File: src/ahr_pkg.sv
// Package for the active hub repeater core: port count, timing constants and state codes.
// Assumes a 200 MHz system clock; only the release timeout is converted to clk_sys cycles here.
package ahr_pkg;
	localparam int AHR_N_PORTS = 4;
	localparam int AHR_CLK_PERIOD_PS = 5000;
	// Release timeout, picoseconds; inside the mandatory and the recommended windows.
	localparam int AHR_RELEASE_TIMEOUT_PS = 6500000;
	localparam int AHR_RELEASE_MIN_PS = 5000000;
	localparam int AHR_RELEASE_MAX_PS = 12000000;
	localparam int AHR_RELEASE_REC_MIN_PS = 5200000;
	localparam int AHR_RELEASE_REC_MAX_PS = 7800000;
	localparam int AHR_RELEASE_CYCLES = AHR_RELEASE_TIMEOUT_PS / AHR_CLK_PERIOD_PS;
	localparam int AHR_THROUGH_MAX_PS = 350000;
	localparam int AHR_JITTER_MAX_PS = 2500;
	localparam int AHR_BIT_TIME_PS = 400000;
	localparam int AHR_TMR_W = 13;
	localparam logic [AHR_TMR_W-1:0] AHR_TMR_RESET = 13'h0000;
	localparam logic [AHR_N_PORTS-1:0] AHR_RX_EN_RESET = 4'hF;
	localparam logic [AHR_N_PORTS-1:0] AHR_TX_EN_RESET = 4'h0;

	typedef enum logic [AHR_N_PORTS:0] {
		AHR_IDLE = 5'h01,
		AHR_ACT0 = 5'h02,
		AHR_ACT1 = 5'h04,
		AHR_ACT2 = 5'h08,
		AHR_ACT3 = 5'h10
	} ahr_state_e;
endpackage

File: src/ahr_hub_core.sv
// Active hub repeater core: an idle state plus one active state per port.
// Assumes line transceivers outside; rx_sense_i are asynchronous pulse levels from the receivers.
//
// Summary of operation
// - Grant the first port to show activity; later arrivals ignored while latched.
// - Simultaneous arrivals may be settled by a fixed port priority.
// - State machine has one idle state plus one active state per port.
// - Idle: all receivers enabled, all transmitters disabled.
// - Activity while idle moves at once to that port's active state.
// - Active: only the winning port's receiver stays enabled.
// - Active: all transmitters enabled except the winning port's.
// - Active: winning port's input is copied onto all other ports together.
// - Repeated signal is not retimed to a bit clock beyond sampling.
// - The signal content is never decoded or interpreted.
// - Stay active until the timeout elapses with no activity on winner.
// - On timeout return to idle, receivers on, transmitters off.
// - Timeout exceeds worst-case cable round trip, cancelling echoes.
// - Timeout is shorter than the minimum interframe gap.
// - Timeout lies between 5.0 and 12.0 microseconds inclusive.
// - Timeout recommended between 5.2 and 7.8 microseconds.
// - Repeated edges stay within 2.5 ns inside one symbol unit group; here edge uncertainty is one 5 ns clock period.
// - Input to output delay never exceeds 350 ns.
`timescale 1ns/100ps

module ahr_hub_core (
	input wire logic clk_sys,
	input wire logic rstn,
	input wire logic [ahr_pkg::AHR_N_PORTS-1:0] rx_sense_i,
	output logic [ahr_pkg::AHR_N_PORTS-1:0] rx_en_o,
	output logic [ahr_pkg::AHR_N_PORTS-1:0] tx_en_o,
	output logic [ahr_pkg::AHR_N_PORTS-1:0] tx_data_o,
	output logic latched_o
);
	import ahr_pkg::*;

	// Sampling at 5 ns gives edge uncertainty of one period, so jitter is
	// bounded by the clock; a tighter budget needs a faster clock.
	typedef struct packed {
		logic [AHR_N_PORTS-1:0] sync1;
		logic [AHR_N_PORTS-1:0] sync2;
		ahr_state_e state;
		logic [AHR_TMR_W-1:0] tmr;
		logic [AHR_N_PORTS-1:0] rx_en;
		logic [AHR_N_PORTS-1:0] tx_en;
		logic [AHR_N_PORTS-1:0] tx_data;
		logic latched;
	} ahr_regs_s;

	ahr_regs_s r_q;
	ahr_regs_s r_d;

	localparam ahr_regs_s AHR_REGS_RESET = '{
		sync1: '0,
		sync2: '0,
		state: AHR_IDLE,
		tmr: AHR_TMR_RESET,
		rx_en: AHR_RX_EN_RESET,
		tx_en: AHR_TX_EN_RESET,
		tx_data: '0,
		latched: 1'b0
	};

	always_comb begin
		logic [AHR_N_PORTS-1:0] win;
		logic [AHR_N_PORTS-1:0] seen;
		logic win_act;
		win = '0;
		seen = '0;
		win_act = 1'b0;
		r_d = r_q;
		r_d.sync1 = rx_sense_i;
		r_d.sync2 = r_q.sync1;
		// Receivers gate activity: only enabled ports count.
		seen = r_q.sync2 & r_q.rx_en;
		unique case (r_q.state)
			AHR_IDLE: begin
				// First active port wins; same-cycle ties to lowest index.
				for (int i = AHR_N_PORTS - 1; i >= 0; i--) begin
					if (seen[i]) begin
						win = '0;
						win[i] = 1'b1;
					end
				end
				if (|win) begin
					// Immediate move to the winner's state.
					r_d.state = ahr_state_e'({win, 1'b0});
					r_d.tmr = AHR_TMR_W'(AHR_RELEASE_CYCLES);
				end
			end
			default: begin
				// Later arrivals on other ports are ignored while latched.
				win = r_q.state[AHR_N_PORTS:1];
				win_act = |(seen & win);
				if (win_act) begin
					r_d.tmr = AHR_TMR_W'(AHR_RELEASE_CYCLES);
				end else if (r_q.tmr <= AHR_TMR_W'(1)) begin
					// Timeout covers echo round trip yet ends before the next frame.
					r_d.state = AHR_IDLE;
					r_d.tmr = AHR_TMR_RESET;
				end else begin
					r_d.tmr = r_q.tmr - AHR_TMR_W'(1);
				end
			end
		endcase
		if (r_d.state == AHR_IDLE) begin
			r_d.rx_en = AHR_RX_EN_RESET;
			r_d.tx_en = AHR_TX_EN_RESET;
			r_d.tx_data = '0;
			r_d.latched = 1'b0;
		end else begin
			r_d.rx_en = r_d.state[AHR_N_PORTS:1];
			r_d.tx_en = ~r_d.state[AHR_N_PORTS:1];
			// Raw pulse level is copied, never decoded; latency is three cycles,
			// far under the 350 ns budget.
			r_d.tx_data = {AHR_N_PORTS{|(r_q.sync2 & r_d.state[AHR_N_PORTS:1])}}
				& ~r_d.state[AHR_N_PORTS:1];
			r_d.latched = 1'b1;
		end
	end

	always_ff @(posedge clk_sys or negedge rstn) begin
		if (!rstn) begin
			r_q <= AHR_REGS_RESET;
		end else begin
			r_q <= r_d;
		end
	end

	assign rx_en_o = r_q.rx_en;
	assign tx_en_o = r_q.tx_en;
	assign tx_data_o = r_q.tx_data;
	assign latched_o = r_q.latched;
endmodule

File: config.mk
export PLATFORM = sky130hd
export DESIGN_NAME = ahr_hub_core
export DESIGN_NICKNAME = d
export VERILOG_FILES = /design/src/ahr_pkg.sv /design/src/ahr_hub_core.sv
export SDC_FILE = /design/constraint.sdc
export NUM_CORES = 1
export LEC_CHECK = 0
export BUFFER_PORTS_ARGS = -buffer_cell sky130_fd_sc_hd__buf_2
export CAP_MARGIN = 20
export CORE_ASPECT_RATIO = 0.5
export CORE_MARGIN = 2
export CORE_UTILIZATION = 30
export DETAILED_ROUTE_END_ITERATION = 10
export PLACE_DENSITY = 0.48
export SYNTH_ARGS = -nofsm -noshare
export SYNTH_HDL_FRONTEND = slang
export SYNTH_SLANG_ARGS = --single-unit
File: constraint.sdc
create_clock -name clk_sys -period 4.5 [get_ports clk_sys]
set_input_delay 0.9 -clock clk_sys [delete_from_list [all_inputs] [get_ports clk_sys]]
set_output_delay 0.9 -clock clk_sys [all_outputs]
set_load 0.01 [all_outputs]
; ---- Word level (Yosys, flattened, before mapping)
; Cells that the tools add are included.
[word_totals]
ff_bits = 39
in_bits = 6
output_inout_bits = 13
word_cells = 33
[op_classes]
add_sub_neg = 1
n_lt_le_gt_ge = 1
n_eq_ne = 3
n_mux = 12
bitwise = 5
reduce_logical = 3
[ops]
columns = op, n
row1 = two-way mux 13 bit, 3
row2 = two-way mux 18 bit, 2
row3 = two-way mux 4 bit, 5
row4 = bitwise AND 4 bit, 4
row5 = "<= comparator 13 x 1 -> 1 bit, second input constant", 1
row6 = "subtractor 13 x 1 -> 13 bit, second input constant", 1
row7 = OR reduction 4 bit, 3
row8 = "== test 5 x 1 -> 1 bit, second input constant", 2
row9 = two-way mux 5 bit, 2
row10 = NOT 4 bit, 1
row11 = "!= test 2 bit, second input constant", 1

; ---- Depth between registers and ports, before layout
[depth]
depth_word = 13
depth_mapped = 8
mapped_depth_nobuf = 7

; ---- Least setup slack after synthesis
; No wires, ideal clock.
[synth_timing]
path_kind = register to register
start = register r_q[20] (netlist bit)
end = register r_q[23] (netlist bit)
setup_time_ps = 121
arrival_ps = 1781
required_ps = 4379
setup_slack_ps = 2598
stages_incl_launch_ff = 7
path_buffers = 0
period_less_slack_ps = 1902
path_cell_list = dfrtp_1 > nor4_2 > nand2_2 > nor4_4 > o221a_4 > o21ai_1 > o2bb2ai_1
[synth_via]
elab_chain_cells = 4
word_cells_on_any_way = 5
cone_classes = add/sub (1) / order compare (1) / mux (3)
[synth_lines]
columns = item, line
row1 = "start, declared", ahr_hub_core.sv:49  ; ahr_regs_s r_q;
row2 = "start signal, assigned", ahr_hub_core.sv:125  ; r_q <= r_d;
row3 = subtractor 13 x 1 -> 13 bit or <= comparator 13 x 1 -> 1 bit (tied branches), "ahr_hub_core.sv:101, ahr_hub_core.sv:96"
row4 = two-way mux 13 bit *, ahr_hub_core.sv:96  ; end else if (r_q.tmr <= AHR_TMR_W'(1)) begin
row5 = two-way mux 13 bit *, ahr_hub_core.sv:94  ; if (win_act) begin
row6 = two-way mux 18 bit *, ahr_hub_core.sv:75  ; unique case (r_q.state)
; Every way passes the cells marked *; elsewhere a longest branch is shown, timed or not.
; A chain may end at the register's enable or synchronous reset.

; ---- Final worst setup path
; Same ends and word-level chain as after synthesis.

==> flow_summary.json <==
{
  "finalSetupViolCount": 0,
  "ys_seq_area_share_pct": 53.22,
  "max_freq_mhz": 444.9,
  "holdWs_ns": 0.3521,
  "power_leakage_nw": 0.8689,
  "clkSinkCount": 39,
  "drt_iter0_drc": 118,
  "synth_top_area_share_pct": 46.10,
  "worstPathRequired_ns": 4.67,
  "p_total_mw": 1.043,
  "nets": 201,
  "async_flop_share_pct": 100.0,
  "cts_htree_levels": 2,
  "crit_type": "flop to flop",
  "synthTopCellsByArea": "dfrtp_1 (46%), dfstp_2 (7.1%), buf_4 (5.3%), nor2_1 (4.7%), o21ai_0 (3.5%)",
  "die_h_um": 59.46,
  "grt_max_degree": 40,
  "cts_tree": "yes",
  "final_area_um2": 2068,
  "io_pins": 19,
  "ctsHoldBuffers": 0,
  "io_buffers": 18,
  "dp_slack_ns": 2.235,
  "yosysUniqueCellTypes": 46,
  "synth_cells": 183,
  "skew_ns": 0.005072,
  "critPathCaptureType": "flop",
  "clk_pin_slew_ns": 0.06,
  "grt_pass1_vias": 1332,
  "wl_per_cell_um": 13.85,
  "cts_setup_buffers": 0,
  "clock_latency_ns": 0.28,
  "fillers": 609,
  "r2r_start": "r_q[20]",
  "cpMaxStageDelayCell": "nor4_4",
  "cap_violations": 0,
  "layout-drive-gt1-share_pct": 21.65,
  "clockBufferDepth": 2,
  "hold_viol_final": 0,
  "num_vias": 1370,
  "ir_worst_vdd_mv": 0.1412,
  "die_w_um": 114.9,
  "fin_cells": 271,
  "slew-limit-headroom_pct": 42.45,
  "arrival_ns": 2.42,
  "drtAntennaViolNets": 0,
  "area_delta_synth_final_pct": 12.07,
  "holdPathStages": 0,
  "synth_edf_count": 0,
  "yosys.area.top_type": "dfrtp_1",
  "rsz0062_at_grt": "false",
  "crit_path_start_kind": "flop",
  "routed_wl_um": 3754,
  "power_density_nw_per_um2": 504.2,
  "grt_pass1_wl_um": 6382,
  "fin_util_pct": 34.44,
  "core-area_um2": 6006,
  "cts_buffers": 5,
  "fin_crit_sh_pct": 49.95,
  "drt_first_pass_iters": 4,
  "dp_cells": 263,
  "status": "complete, no violations",
  "period_needed_ns": 2.248,
  "cts_resized": 0,
  "synth_ff_type": "dfrtp_1",
  "num_antenna_cells": 0,
  "antenna_found_initial": 0,
  "grt_overflow": 0,
  "synth_warnings": 0,
  "tightest_slew_ns": 0.8632,
  "drv_slew": 0,
  "place_congestion": 0.8352,
  "startpoint": "r_q[20]",
  "ys_ff_latch": 39,
  "dieArea_um2": 6833,
  "start_util_pct": 30.73,
  "hpwlAfterDp_um": 2618,
  "setup_ws_ns": 2.252,
  "r2r.worst_path.cells": 6,
  "drc_errors": 0,
  "placed_area_um2": 1927,
  "cts-root-buf": "clkbuf_16",
  "mostFrequentLayoutCells": "dfrtp_1 (34), nor2_1 (23), buf_2 (18)",
  "syn_nets": 191,
  "core.rowCount": 20,
  "min_from": "r_d[32]",
  "cp_cell_sequence": "nor4_2 > nand2_2 > nor4_4 > o221a_4 > o21ai_1 > o2bb2ai_1",
  "cp_max_fo": 9,
  "hold_class": "flop to flop",
  "mostFrequentLayoutCell": "dfrtp_1",
  "fin_tns_setup_ns": 0,
  "groute.usage.overall_pct": 12.30,
  "viasPerCell": 5.055,
  "synth.avg_cell_area_um2": 10.08,
  "netlist_area_um2": 1846,
  "slowest_delay_ns": 0.55
}
## flip-flops by register name (all words and copies together), names as in the netlist
| signal | count |
|---|---|
| latched_o | 1 |
| r_d | 4 |
| r_q | 22 |
| rx_en_o | 4 |
| tx_data_o | 4 |
| tx_en_o | 4 |
## cell families (layout without fill, tap and decap cells)
kind of cell | after synthesis | after routing | share of synthesized area [%]
simple gates | 75 | 75 | 22.85
compound gates | 42 | 42 | 14.51
flops | 39 | 39 | 53.22
buf+inv | 24 | 35 | 7.525
fa+ha+maj | 2 | 2 | 1.356
mux | 1 | 1 | 0.5424
## synth_stat cells (all sizes together) (4+ instances only)
library cell   n
nor2          24
nand3          5
dfrtp         34
a21oi         11
nand2         12
nor3           8
dfstp          5
inv            9
nand2b         4
a31oi          5
buf           14
nor4           6
or2            4
o21ai         15
## power by group
| part | switching (mW) | total, mW | internal [mW] |
|---|---|---|---|
| clock | 0.136 | 0.340 | 0.204 |
| combinational | 0.136 | 0.226 | 0.0896 |
| sequential | 0.0634 | 0.477 | 0.413 |
| total | 0.336 | 1.04 | 0.707 |
## path summary, 6_finish.rpt
| check | slack, ns | end |
|---|---|---|
| setup / recovery | 2.25 | r_q[23] |
| hold / removal | 0.35 | r_q[32] |
| setup reg to reg | 2.25 | r_q[23] |
| hold reg to reg | 0.35 | r_q[32] |
| max in group asynchronous | 3.22 | tx_data_o[1] |
| min in group asynchronous | 0.74 | r_q[19] |
## final cells by class
| cell class | instances | area [µm²] | area share [%] |
|---|---|---|---|
| clock buffers | 6 | 128.9 | 6.231 |
| clock inverters | 2 | 12.51 | 0.6050 |
| inverters | 9 | 33.78 | 1.633 |
| multi-input cells | 120 | 724.4 | 35.03 |
| flip-flops and latches | 39 | 982.2 | 47.49 |
| well taps | 77 | 96.34 | 4.658 |
| repair buffers | 18 | 90.09 | 4.356 |
## routing by layer
| metal | global-route usage, % | part of all wire [%] |
|---|---|---|
| met2 | 18.99 | 45 |
| met4 | 5.852 | 1.7 |
| met5 | 0 | 0 |
| met3 | 3.170 | 5.0 |
| met1 | 16.33 | 49 |
## critical path: cells and delay by family (launching register included)
family	cells	cell delay (ns)
compound gates	3	0.57
simple gates	3	1.12
flops	1	0.44
Note: power is estimated with default switching activity, not from simulation.
